[config.mk]
export PLATFORM = sky130hd
export DESIGN_NAME = lfs_top
export DESIGN_NICKNAME = d
export VERILOG_FILES = /design/src/lfs_pkg.sv /design/src/lfs_top.sv
export SDC_FILE = /design/constraint.sdc
export NUM_CORES = 1
export LEC_CHECK = 0
export ABC_AREA = 1
export CAP_MARGIN = 20
export CORE_UTILIZATION = 68
export DETAILED_ROUTE_END_ITERATION = 8
export DONT_BUFFER_PORTS = 1
export PLACE_DENSITY = 0.95
export SYNTH_ARGS = -nofsm -noshare
export SYNTH_HDL_FRONTEND = slang
export SYNTH_SLANG_ARGS = --single-unit
[constraint.sdc]
create_clock -name aclk -period 4.28 [get_ports aclk]
set_input_delay 0.428 -clock aclk [delete_from_list [all_inputs] [get_ports aclk]]
set_output_delay 0.428 -clock aclk [all_outputs]
set_load 0.05 [all_outputs]
[src/lfs_pkg.sv]
/*
 * lfs_pkg: constants, register map and carrier types of the LED driver
 * fault supervisor. Assumes a single 250 MHz clock.
 */
package lfs_pkg;
	// ------------------------------------------------------------
	// timing
	// ------------------------------------------------------------
	localparam int CLK_PERIOD_NS = 4;
	localparam int OPEN_DEB_NS   = 4800;
	localparam int SHORT_DEB_NS  = 9000;
	localparam int OV_TIMEOUT_MS = 70;
	localparam int RESTART_US    = 1000;
	localparam int CNT_W         = 25;
	localparam int DEB_W         = 12;
	// longest times round down
	localparam logic [DEB_W-1:0] OPEN_DEB_CYC  = DEB_W'(OPEN_DEB_NS / CLK_PERIOD_NS);
	localparam logic [DEB_W-1:0] SHORT_DEB_CYC = DEB_W'(SHORT_DEB_NS / CLK_PERIOD_NS);
	localparam logic [CNT_W-1:0] OV_TIMEOUT_CYC_DEF = CNT_W'(OV_TIMEOUT_MS * 1000000 / CLK_PERIOD_NS);
	localparam logic [CNT_W-1:0] RESTART_CYC_DEF    = CNT_W'(RESTART_US * 1000 / CLK_PERIOD_NS);
	localparam logic [7:0]       RAMP_TICK_CYC      = 8'hFF;
	localparam logic [7:0]       RAMP_FULL          = 8'hFF;

	// ------------------------------------------------------------
	// register map
	// ------------------------------------------------------------
	localparam int          ADDR_W         = 5;
	localparam logic [4:0]  OFF_STATUS     = 5'h00;
	localparam logic [4:0]  OFF_IRQ_STATUS = 5'h04;
	localparam logic [4:0]  OFF_IRQ_CLEAR  = 5'h08;
	localparam logic [4:0]  OFF_IRQ_ENABLE = 5'h0C;
	localparam logic [4:0]  OFF_CTRL       = 5'h10;
	localparam logic [0:0]  CTRL_RESET     = 1'h1;
	localparam int          EV_W           = 5;
	localparam int          EV_SHORT       = 0;
	localparam int          EV_OPEN        = 1;
	localparam int          EV_OVERVOLT    = 2;
	localparam int          EV_OVERTEMP    = 3;
	localparam int          EV_UNUSED      = 4;
	localparam logic [1:0]  RESP_OKAY      = 2'h0;
	localparam logic [1:0]  RESP_SLVERR    = 2'h2;

	typedef enum logic [1:0] {ST_SHUTDOWN, ST_STARTUP, ST_RUN, ST_OV_OFF} lfs_state_type;

	// analog comparator outputs, synchronous to aclk
	typedef struct packed {
		logic       uvlo;
		logic       temp_trip;
		logic       temp_release;
		logic       coil_limit_hit;
		logic       rail_at_open_check;
		logic       rail_at_clamp;
		logic [2:0] below_short;
		logic [2:0] headroom_low;
		logic [2:0] tied_to_rail;
	} lfs_sense_type;

	typedef struct packed {
		logic       boost_enable;
		logic       switch_allow;
		logic [2:0] source_enable;
		logic [7:0] ramp_level;
	} lfs_drive_type;
endpackage : lfs_pkg

[src/lfs_top.sv]
/*
 * lfs_top: enable-pin sequencing, soft ramp, string fault detection,
 * protection and an AXI4-Lite register slave. Assumes all comparator
 * inputs and the enable pin are already synchronous to aclk.
 */
// The implementer's own choices: the AXI4-Lite interface to the registers and the register addresses.
// Functional notes
// pin high enables boost and all sources
// soft ramp completes even with short PWM
// tied outputs found at enable rise, disabled
// short after startup: low for debounce time
// open: rail at check, headroom low, debounced
// no open if coil limit came first
// disable only the failing string
// string errors held until shutdown clears them
// rail at clamp beyond timeout stops converter
// host holds pin low past restart timeout
// coil limit ends every switching cycle
// overtemperature stops, restarts after hysteresis
// undervoltage forces shutdown regardless of pin
// open debounce at most 4.8 us
// short debounce up to 9.0 us, longer
// debounces count consecutive cycles, restart on drop
// detection gated by startup done, enabled strings
`timescale 1ns/1ps
module lfs_top import lfs_pkg::*; #(
	parameter logic [CNT_W-1:0] OV_TIMEOUT_CYC = OV_TIMEOUT_CYC_DEF,
	parameter logic [CNT_W-1:0] RESTART_CYC    = RESTART_CYC_DEF
) (
	// clock and reset
	input  wire logic              aclk,
	input  wire logic              aresetn,
	// axi4-lite slave
	input  wire logic [ADDR_W-1:0] awaddr,
	input  wire logic              awvalid,
	output logic                   awready,
	input  wire logic [31:0]       wdata,
	input  wire logic [3:0]        wstrb,
	input  wire logic              wvalid,
	output logic                   wready,
	output logic [1:0]             bresp,
	output logic                   bvalid,
	input  wire logic              bready,
	input  wire logic [ADDR_W-1:0] araddr,
	input  wire logic              arvalid,
	output logic                   arready,
	output logic [31:0]            rdata,
	output logic [1:0]             rresp,
	output logic                   rvalid,
	input  wire logic              rready,
	// enable pin and comparators
	input  wire logic              enable_pin,
	input  wire lfs_sense_type     sense,
	// converter and sources
	output lfs_drive_type          drive,
	output logic                   irq
);
	// ------------------------------------------------------------
	// sequencer state
	// ------------------------------------------------------------
	lfs_state_type    state_reg, state_next;
	logic             en_d_reg;
	logic [CNT_W-1:0] low_cnt_reg, ov_cnt_reg;
	logic [7:0]       tick_cnt_reg, ramp_reg;
	logic             ot_stop_reg, limit_first_reg;
	logic [2:0]       short_reg, open_reg, unused_reg;
	logic [0:0]       ctrl_reg;
	logic [EV_W-1:0]  irq_status_reg, irq_enable_reg;
	lfs_drive_type    drive_reg;

	wire en_rise     = enable_pin & ~en_d_reg;
	wire low_expired = low_cnt_reg >= RESTART_CYC;
	wire ov_expired  = ov_cnt_reg >= OV_TIMEOUT_CYC;
	wire ramp_tick   = tick_cnt_reg == RAMP_TICK_CYC;
	wire active      = (state_reg == ST_STARTUP) | (state_reg == ST_RUN);
	wire in_shutdown = state_reg == ST_SHUTDOWN;
	wire [2:0] fault = short_reg | open_reg | unused_reg;
	wire [2:0] src_on = {3{enable_pin & active & ~ot_stop_reg & ~sense.uvlo}} & ~fault;
	wire detect_on   = (state_reg == ST_RUN) & ctrl_reg[0] & enable_pin;
	wire [2:0] short_set, open_set;

	always_comb begin
		state_next = state_reg;
		case (state_reg)
			ST_SHUTDOWN: if (en_rise) state_next = ST_STARTUP;
			ST_STARTUP: begin
				// ramp only advances while the pin is high and is kept while low
				if (low_expired) state_next = ST_SHUTDOWN;
				else if (ramp_reg == RAMP_FULL) state_next = ST_RUN;
			end
			ST_RUN: begin
				if (low_expired) state_next = ST_SHUTDOWN;
				else if (ov_expired) state_next = ST_OV_OFF;
			end
			ST_OV_OFF: if (low_expired) state_next = ST_SHUTDOWN;
			default: state_next = ST_SHUTDOWN;
		endcase
		if (sense.uvlo) state_next = ST_SHUTDOWN;
	end

	always_ff @(posedge aclk) begin
		if (!aresetn) begin
			state_reg <= ST_SHUTDOWN;
			en_d_reg  <= 1'b0;
		end else begin
			state_reg <= state_next;
			en_d_reg  <= enable_pin;
		end
	end

	// ------------------------------------------------------------
	// timers
	// ------------------------------------------------------------
	always_ff @(posedge aclk) begin
		if (!aresetn) begin
			low_cnt_reg <= '0;
			ov_cnt_reg  <= '0;
		end else begin
			low_cnt_reg <= enable_pin ? '0 : (low_expired ? low_cnt_reg : low_cnt_reg + 1'b1);
			// restarts whenever the rail leaves the clamp
			ov_cnt_reg  <= (sense.rail_at_clamp && state_reg == ST_RUN) ?
				(ov_expired ? ov_cnt_reg : ov_cnt_reg + 1'b1) : '0;
		end
	end

	always_ff @(posedge aclk) begin
		if (!aresetn || state_reg != ST_STARTUP) begin
			tick_cnt_reg <= '0;
			ramp_reg     <= '0;
		end else if (enable_pin && !ot_stop_reg) begin
			tick_cnt_reg <= ramp_tick ? '0 : tick_cnt_reg + 1'b1;
			if (ramp_tick && ramp_reg != RAMP_FULL) ramp_reg <= ramp_reg + 1'b1;
		end
	end

	// ------------------------------------------------------------
	// protection latches
	// ------------------------------------------------------------
	always_ff @(posedge aclk) begin
		if (!aresetn) begin
			ot_stop_reg     <= 1'b0;
			limit_first_reg <= 1'b0;
		end else begin
			if (sense.temp_trip) ot_stop_reg <= 1'b1;
			else if (sense.temp_release) ot_stop_reg <= 1'b0;
			// a limit hit below the check level blocks open detection until the pin drops
			if (!enable_pin || in_shutdown) limit_first_reg <= 1'b0;
			else if (sense.coil_limit_hit && !sense.rail_at_open_check) limit_first_reg <= 1'b1;
		end
	end

	// ------------------------------------------------------------
	// per-string debounce
	// ------------------------------------------------------------
	for (genvar i = 0; i < 3; i++) begin : g_str
		logic [DEB_W-1:0] sh_cnt_reg, op_cnt_reg;
		wire sh_cond = detect_on & src_on[i] & sense.below_short[i];
		wire op_cond = detect_on & src_on[i] & sense.rail_at_open_check & sense.headroom_low[i]
			& ~limit_first_reg;
		assign short_set[i] = sh_cond & (sh_cnt_reg == SHORT_DEB_CYC - 1'b1);
		assign open_set[i]  = op_cond & (op_cnt_reg == OPEN_DEB_CYC - 1'b1);
		always_ff @(posedge aclk) begin
			if (!aresetn) begin
				sh_cnt_reg <= '0;
				op_cnt_reg <= '0;
			end else begin
				sh_cnt_reg <= (sh_cond && !short_set[i]) ? sh_cnt_reg + 1'b1 : '0;
				op_cnt_reg <= (op_cond && !open_set[i]) ? op_cnt_reg + 1'b1 : '0;
			end
		end
	end

	wire [2:0] tied_set = {3{en_rise & ~sense.uvlo}} & sense.tied_to_rail;

	always_ff @(posedge aclk) begin
		if (!aresetn) begin
			short_reg  <= '0;
			open_reg   <= '0;
			unused_reg <= '0;
		end else if (in_shutdown) begin
			// the rise that leaves shutdown must still latch the tied outputs
			short_reg  <= '0;
			open_reg   <= '0;
			unused_reg <= tied_set;
		end else begin
			short_reg  <= short_reg | short_set;
			open_reg   <= open_reg | open_set;
			unused_reg <= unused_reg | tied_set;
		end
	end
	// unused outputs must be caught on the rising edge that leaves shutdown
	wire [2:0] tied_boot = (in_shutdown) ? tied_set : 3'h0;

	// ------------------------------------------------------------
	// outputs
	// ------------------------------------------------------------
	wire boost_on = enable_pin & active & ~ot_stop_reg & ~sense.uvlo;

	always_ff @(posedge aclk) begin
		if (!aresetn) begin
			drive_reg <= '0;
		end else begin
			drive_reg.boost_enable  <= boost_on;
			drive_reg.switch_allow  <= boost_on & ~sense.coil_limit_hit;
			drive_reg.source_enable <= src_on & ~(tied_set | tied_boot);
			drive_reg.ramp_level    <= (state_reg == ST_RUN) ? RAMP_FULL : ramp_reg;
		end
	end
	assign drive = drive_reg;

	// ------------------------------------------------------------
	// interrupt status
	// ------------------------------------------------------------
	logic             ot_d_reg;
	logic [EV_W-1:0]  irq_clear;
	// only a newly found tied output is an event, not every pwm rise
	wire [EV_W-1:0] events = {|(tied_set & ~unused_reg), ot_stop_reg & ~ot_d_reg,
		state_next == ST_OV_OFF && state_reg == ST_RUN, |open_set, |short_set};

	always_ff @(posedge aclk) begin
		if (!aresetn) begin
			ot_d_reg       <= 1'b0;
			irq_status_reg <= '0;
		end else begin
			ot_d_reg       <= ot_stop_reg;
			// a new event wins over a clear in the same cycle
			irq_status_reg <= (irq_status_reg & ~irq_clear) | events;
		end
	end
	assign irq = |(irq_status_reg & irq_enable_reg);

	// ------------------------------------------------------------
	// axi4-lite slave
	// ------------------------------------------------------------
	logic              aw_held_reg, w_held_reg, bvalid_reg, rvalid_reg;
	logic [ADDR_W-1:0] aw_addr_reg;
	logic [31:0]       w_data_reg, rdata_reg;
	logic [3:0]        w_strb_reg;
	logic [1:0]        bresp_reg, rresp_reg;

	assign awready = ~aw_held_reg & ~bvalid_reg;
	assign wready  = ~w_held_reg & ~bvalid_reg;
	assign arready = ~rvalid_reg;
	wire do_write  = aw_held_reg & w_held_reg & ~bvalid_reg;
	wire wr_lane0  = do_write & w_strb_reg[0];
	wire wa_ok     = aw_addr_reg == OFF_STATUS || aw_addr_reg == OFF_IRQ_STATUS ||
		aw_addr_reg == OFF_IRQ_CLEAR || aw_addr_reg == OFF_IRQ_ENABLE || aw_addr_reg == OFF_CTRL;
	assign irq_clear = (wr_lane0 && aw_addr_reg == OFF_IRQ_CLEAR) ? w_data_reg[EV_W-1:0] : '0;

	logic [31:0] rd_mux;
	logic        rd_ok;
	always_comb begin
		rd_ok  = 1'b1;
		rd_mux = 32'h0;
		case (araddr)
			OFF_STATUS:     rd_mux = {19'h0, open_reg, short_reg, unused_reg, ot_stop_reg, state_reg == ST_RUN, state_reg};
			OFF_IRQ_STATUS: rd_mux = {27'h0, irq_status_reg};
			OFF_IRQ_CLEAR:  rd_mux = 32'h0;
			OFF_IRQ_ENABLE: rd_mux = {27'h0, irq_enable_reg};
			OFF_CTRL:       rd_mux = {31'h0, ctrl_reg};
			default:        rd_ok  = 1'b0;
		endcase
	end

	always_ff @(posedge aclk) begin
		if (!aresetn) begin
			aw_held_reg <= 1'b0;
			w_held_reg  <= 1'b0;
			bvalid_reg  <= 1'b0;
			aw_addr_reg <= '0;
			w_data_reg  <= '0;
			w_strb_reg  <= '0;
			bresp_reg   <= RESP_OKAY;
		end else begin
			if (awvalid && awready) begin
				aw_held_reg <= 1'b1;
				aw_addr_reg <= awaddr;
			end
			if (wvalid && wready) begin
				w_held_reg <= 1'b1;
				w_data_reg <= wdata;
				w_strb_reg <= wstrb;
			end
			if (do_write) begin
				aw_held_reg <= 1'b0;
				w_held_reg  <= 1'b0;
				bvalid_reg  <= 1'b1;
				bresp_reg   <= wa_ok ? RESP_OKAY : RESP_SLVERR;
			end else if (bvalid_reg && bready) begin
				bvalid_reg <= 1'b0;
			end
		end
	end

	always_ff @(posedge aclk) begin
		if (!aresetn) begin
			ctrl_reg       <= CTRL_RESET;
			irq_enable_reg <= '0;
		end else if (wr_lane0) begin
			if (aw_addr_reg == OFF_CTRL) ctrl_reg <= w_data_reg[0:0];
			if (aw_addr_reg == OFF_IRQ_ENABLE) irq_enable_reg <= w_data_reg[EV_W-1:0];
		end
	end

	always_ff @(posedge aclk) begin
		if (!aresetn) begin
			rvalid_reg <= 1'b0;
			rdata_reg  <= '0;
			rresp_reg  <= RESP_OKAY;
		end else if (arvalid && arready) begin
			rvalid_reg <= 1'b1;
			rdata_reg  <= rd_mux;
			rresp_reg  <= rd_ok ? RESP_OKAY : RESP_SLVERR;
		end else if (rvalid_reg && rready) begin
			rvalid_reg <= 1'b0;
		end
	end

	assign bvalid = bvalid_reg;
	assign bresp  = bresp_reg;
	assign rvalid = rvalid_reg;
	assign rdata  = rdata_reg;
	assign rresp  = rresp_reg;
endmodule : lfs_top

; Word-level counts from Yosys, hierarchy flattened
; Cells that the tools add are included.
[word_totals]
wordCells = 214
latchBits = 0
output_inout_bits = 55
regBits = 228
mem_bits_ro = 0
inputBits = 69
ramBits = 0
mem_count = 0
[op_classes]
bitwise = 64
reduce_logical = 58
shift = 0
addsub = 10
mul = 0
div_mod_pow = 0
muxes = 23
n_eq_ne = 22
order_cmp = 2
[op_table]
columns = cell, n
row1 = 12-bit by 1-bit adder with 12-bit output (second input constant), 6
row2 = 13-bit case mux with 4 select lines, 1
row3 = 25-bit by 1-bit adder with 25-bit output (second input constant), 2
row4 = 12-bit by 11-bit equality test with 1-bit output (second input constant), 3
row5 = 12-bit equality test (second input constant), 3
row6 = 1-bit AND, 35
row7 = 25-bit by 18-bit greater-or-equal comparator with 1-bit output (second input constant), 1
row8 = 25-bit greater-or-equal comparator (second input constant), 1
row9 = 5-bit by 4-bit equality test with 1-bit output (second input constant), 4
row10 = 2-bit AND reduction, 10
row11 = 2-bit 2-to-1 mux, 9
row12 = 3-bit OR, 6
row13 = 1-bit logical AND, 17
row14 = 8-bit by 1-bit adder with 8-bit output (second input constant), 2
row15 = 8-bit equality test (second input constant), 2
row16 = 8-bit 2-to-1 mux, 2
row17 = 3-bit AND, 4
row18 = 1-bit NOT, 11
row19 = 5-bit AND, 2
row20 = 5-bit by 3-bit equality test with 1-bit output (second input constant), 2
row21 = 5-bit equality test (second input constant), 2
row22 = 1-bit logical NOT, 10
row23 = 5-bit logical NOT, 2
row24 = 5-bit OR reduction, 2
row25 = 17 further kinds, 40

; Logic depth before layout (Yosys ltp)
[depth]
word_depth = 14
ltp_mapped = 13
depth_no_buf = 13

; Least setup slack after synthesis
; Ideal clock, no wire load.
[synth_path]
kind = reg-to-reg
start = reg bvalid_reg, in the netlist bvalid
end = reg w_data_reg[1]
setup_slack_ns = 2.294
t_required_ns = 4.153
t_arrival_ns = 1.858
path_stages_with_launch = 6
path_buffers = 1
setup_time_ns = 0.127
period_less_slack_ns = 1.986
cell_sequence = dfxtp_1 nor2_1 nand2_1 clkbuf_1 o21ai_0 a21oi_1
[synth_via]
elab_chain_len = 3
[synth_lines]
columns = item, line
row1 = "start, declared", lfs_top.sv:235  ; logic aw_held_reg, w_held_reg, bvalid_reg, rvalid_reg;
row2 = "start signal, assigned", lfs_top.sv:269  ; bvalid_reg <= 1'b0;
row3 = "start signal, assigned", lfs_top.sv:287  ; bvalid_reg <= 1'b1;
row4 = "start signal, assigned", lfs_top.sv:290  ; bvalid_reg <= 1'b0;
row5 = 1-bit NOT, lfs_top.sv:242  ; assign wready = ~w_held_reg & ~bvalid_reg;
row6 = 1-bit AND, lfs_top.sv:242
row7 = named net wready, lfs_top.sv:40  ; output logic wready,
row8 = 1-bit logical AND, lfs_top.sv:279  ; if (wvalid && wready) begin
row9 = "end signal, assigned", lfs_top.sv:281  ; w_data_reg <= wdata;
row10 = "end, declared", lfs_top.sv:237  ; logic [31:0] w_data_reg, rdata_reg;
; The timed path passes the listed nets, and every way through them passes these cells.
; A chain may end at the register's enable or synchronous reset.

; Worst setup path after layout
[layout_path]
start = reg state_reg[0]
end = reg g_str[1].op_cnt_reg[11]
[layout_via]
elab_chain_len = 14
elab_cells_between_ends = 17
classes_between = eq/ne: 2 / bitwise: 12 / reduce/logical: 3
[layout_lines]
columns = item, line
row1 = "start, declared", lfs_top.sv:61  ; lfs_state_type state_reg, state_next;
row2 = "start signal, assigned", lfs_top.sv:106  ; state_reg <= state_next;
row3 = 2-bit by 1-bit equality test with 1-bit output or 2-bit equality test (tied branches), "lfs_top.sv:75, lfs_top.sv:79"
row4 = 1-bit OR, lfs_top.sv:75  ; wire active = (state_reg == ST_STARTUP) | (state_reg == ST_RUN);
row5 = 1-bit AND (3 in a row), lfs_top.sv:78  ; wire [2:0] src_on = {3{enable_pin & active & ~ot_stop_reg & ~sense.uvlo}} & ~fault;
row6 = 3-bit AND, lfs_top.sv:78
row7 = 1-bit AND (*) (3 in a row), lfs_top.sv:158  ; wire op_cond = detect_on & src_on[i] & sense.rail_at_open_check & sense.headroom_low[i]
row8 = 1-bit AND (*), lfs_top.sv:159  ; & ~limit_first_reg;
row9 = 1-bit AND, lfs_top.sv:161  ; assign open_set[i] = op_cond & (op_cnt_reg == OPEN_DEB_CYC - 1'b1);
row10 = 1-bit logical NOT, lfs_top.sv:168  ; op_cnt_reg <= (op_cond && !open_set[i]) ? op_cnt_reg + 1'b1 : '0;
row11 = 1-bit logical AND (*), lfs_top.sv:168
row12 = 2-bit AND reduction (no source line) (*), -
row13 = "end signal, assigned", lfs_top.sv:168
row14 = "end, declared", lfs_top.sv:156  ; logic [DEB_W-1:0] sh_cnt_reg, op_cnt_reg;
; Mark *: on every way between the ends. The rest lies on a longest branch, timed or not.

==> impl_metrics.toml <==
[outcome]
run_status = "finished, final reports clean"

[synth]
synth_async_sr_flop_share = 0
syn_area_per_cell_um2 = 7.39
postSynthCellCount = 1304
synth_enable_flop_cells = 0
yosysSeqAreaShare = 0.430
syn-cell-area_um2 = 9640
ys.warnings.count = 0
postSynthRegisterBits = 207
number_of_distinct_library_cells_after_synthesis = 56
synth_ff_type = "sky130_fd_sc_hd__dfxtp_1"

[cts]
numCtsBuffers = 22
ctsRootBufferMaster = "sky130_fd_sc_hd__clkbuf_16"
cts.path.max_buffers = 3
cts.repair.resized = 0
cts_tree = "done"
clk_lat_worst_skew_ns = 0.52
post_cts_buffers = 0
cts.hold.buffers_added = 0
cts_htree_levels = 1
clk_pin_slew_worst_paths_ns = 0.06
clock-sinks = 207

[sta]
timing.hold.ws_ns = 0.0278
rsz0062_at_grt = "false"
timing.final.max_slew_violations = 0
worst_clock_skew_ns = 0.0250
worstMarginPinSlew_ns = 0.923
max_slew_margin = 0.383
max_freq_mhz = 443
fin_crit_ns = 2.26
period_share = 0.528
totalNegativeSetupSlack_ns = 0
setup_viol = 0
hold_violations = 0

[worst_setup_path]
cp_max_fo = 12
critical_path.endpoint_type = "flip-flop"
cp.required_ns = 4.73
critical-path-top-delay-family = "simple AND/OR/NAND/NOR gates"
cp_cell_sequence = "inv_1 -> ha_1 -> nand3_1 -> nor2_4 -> nand2_1 -> nor2_2 -> nand3_1 -> o21bai_1 -> a21oi_1"
critical_path.n_buffers_inverters = 1
crit_path_start_kind = "flip-flop"
path_class = "reg -> reg"
critPathSlowestCell = "sky130_fd_sc_hd__nand3_1"
cp_slowest_stage_delay_ns = 0.37
critical-path-top-cell-by-count = "sky130_fd_sc_hd__nand3_1"
ff2ff_path_depth = 9
critical_path_data_arrival_time_ns = 2.71
cp_num_cells = 9

[global_routing]
grt_max_degree = 44
number_of_global_route_vias_before_repair = 7986
globalRouteTotalUtil = 0.299
antenna_found_initial = 1
first_pass_grt_wire_length_mm = 35.9
grt_overflow = 0

[layout]
area_growth_pct = 9.14
design_area_um2 = 10500
final_layout_size_suffix_gt1_frac = 0.0674
layout.filler_cells = 917
diodes = 0
final_core_util = 0.761
num-nets-final = 1393

[routing]
dr_wl_met3_mm = 1.61
routedLengthMet1_mm = 8.78
dr_wl_met2_mm = 10.6
detail_route.vias_per_cell = 5.69
routed-via-count = 8536
first_pass_iters = 5
topRoutingLayerUsed = "met4"
drt_first_iter_violations = 694
post_drt_wl_per_cell_um = 14.6
routed_wl_mm = 21.9
antenna_violating_nets_post_route = 0
drt_drc_violations_left = 0

[floorplanning]
ios = 124
dieArea_um2 = 14700
initial_core_utilization = 0.697
core_area_um2 = 13800
fp.dieW_um = 121
rows = 43
die_height_um = 121

[pwr]
total_power_mw = 4.33
worst_ir_drop_vdd_v = 0.000391
p_leak_nw = 3.92
power_density_nw_per_um2 = 411

[place]
post_dp_cell_area_um2 = 9680
dp_hpwl_mm = 15.1
gp_congestion = 0.898
port-buffer-count = 0

[hold_path]
hold-path-cell-count = 2
worst_hold_path_type = "in -> reg"

[flow_run]
cap_violations = 0
## cells by family after synthesis
kind of cell / count (synthesis) / synth area share
AO/OA/AOI/OAI: 214 / 0.124
XOR/XNOR: 32 / 0.0291
adder cells (fa/ha/maj): 19 / 0.0247
buffers and inverters: 224 / 0.0974
flip-flops: 207 / 0.430
other: 1 / 0.000389
AND/OR/NAND/NOR: 607 / 0.295
## layout make-up
cell class	instances	area [um^2]	area share
well taps	180	225	0.0214
clock buffers	28	603	0.0573
repair buffers	2	17.5	0.00167
inverters	179	673	0.0640
flip-flops and latches	207	4140	0.394
clock inverters	11	225	0.0214
multi-input cells	893	4630	0.440
## synthesized netlist by cell type, drive strengths merged, types with 2 or more instances
cell	instances	share of area
a21oi	108	0.057
a221oi	2	0.0018
nor2	172	0.074
nand4	21	0.014
nor3b	16	0.017
inv	177	0.069
xor2	25	0.023
o21bai	2	0.0016
a21boi	2	0.0016
o21a	7	0.0055
buf	32	0.022
o21ai	62	0.032
nand3	72	0.042
and3	4	0.0031
o22ai	4	0.0026
a31oi	7	0.0045
a211oi	6	0.0047
nand2	250	0.098
or2	7	0.0045
dfxtp	207	0.43
nor3	55	0.032
a41oi	3	0.0027
clkinv	2	0.00091
ha	19	0.025
nor4	7	0.0068
xnor2	7	0.0064
clkbuf	13	0.0051
o211ai	6	0.0047
## routing by layer
layer | vias to the layer above | track usage
met2 | 330 | 0.519
li1 | 4212 | -
met1 | 3922 | 0.351
met4 | 0 | 0.142
met5 | - | 0
met3 | 72 | 0.0625
## report_power, final
part           internal [mW]  switching, mW  leakage, nW  total, mW
clock network           1.36          0.791        0.397       2.16
registers               1.96         0.0514         1.67       2.01
logic                 0.0316          0.132         1.84      0.163
## placed cells by master (no fill, tap or decap), types with 21 or more instances in the layout
cell	count
sky130_fd_sc_hd__conb_1	21
sky130_fd_sc_hd__o21ai_0	59
sky130_fd_sc_hd__nand4_1	21
sky130_fd_sc_hd__nand3_1	66
sky130_fd_sc_hd__inv_1	173
sky130_fd_sc_hd__dfxtp_1	207
sky130_fd_sc_hd__nor2_1	161
sky130_fd_sc_hd__clkbuf_16	22
sky130_fd_sc_hd__a21oi_1	106
sky130_fd_sc_hd__xor2_1	25
sky130_fd_sc_hd__nor3_1	48
sky130_fd_sc_hd__nand2_1	248
## final timing paths
kind                        endpoint       startpoint  slack [ns]
max reg2reg  g_str[1].op_cnt_reg[11]     state_reg[0]        2.02
min reg2reg          low_cnt_reg[22]  low_cnt_reg[22]        0.42
min                         en_d_reg       enable_pin        0.03
max          g_str[1].op_cnt_reg[11]     state_reg[0]        2.02
## worst register-to-register path, cell delays in order (launching register included)
cell and delay, ns:
sky130_fd_sc_hd__dfxtp_1 0.32, sky130_fd_sc_hd__inv_1 0.15, sky130_fd_sc_hd__ha_1 0.34, sky130_fd_sc_hd__nand3_1 0.18, sky130_fd_sc_hd__nor2_4 0.20, sky130_fd_sc_hd__nand2_1 0.12, sky130_fd_sc_hd__nor2_2 0.11, sky130_fd_sc_hd__nand3_1 0.37
sky130_fd_sc_hd__o21bai_1 0.31, sky130_fd_sc_hd__a21oi_1 0.11
## per-stage QoR
step	cells	setup slack [ns]
4_1_cts	1499	2.01
3_3_place_gp	1460	2.09
5_1_grt	1500	1.87
6_report	1500	2.02
3_5_place_dp	1460	2.01
2_1_floorplan	1324	2.29
Note: power is estimated with default switching activity, not from simulation.
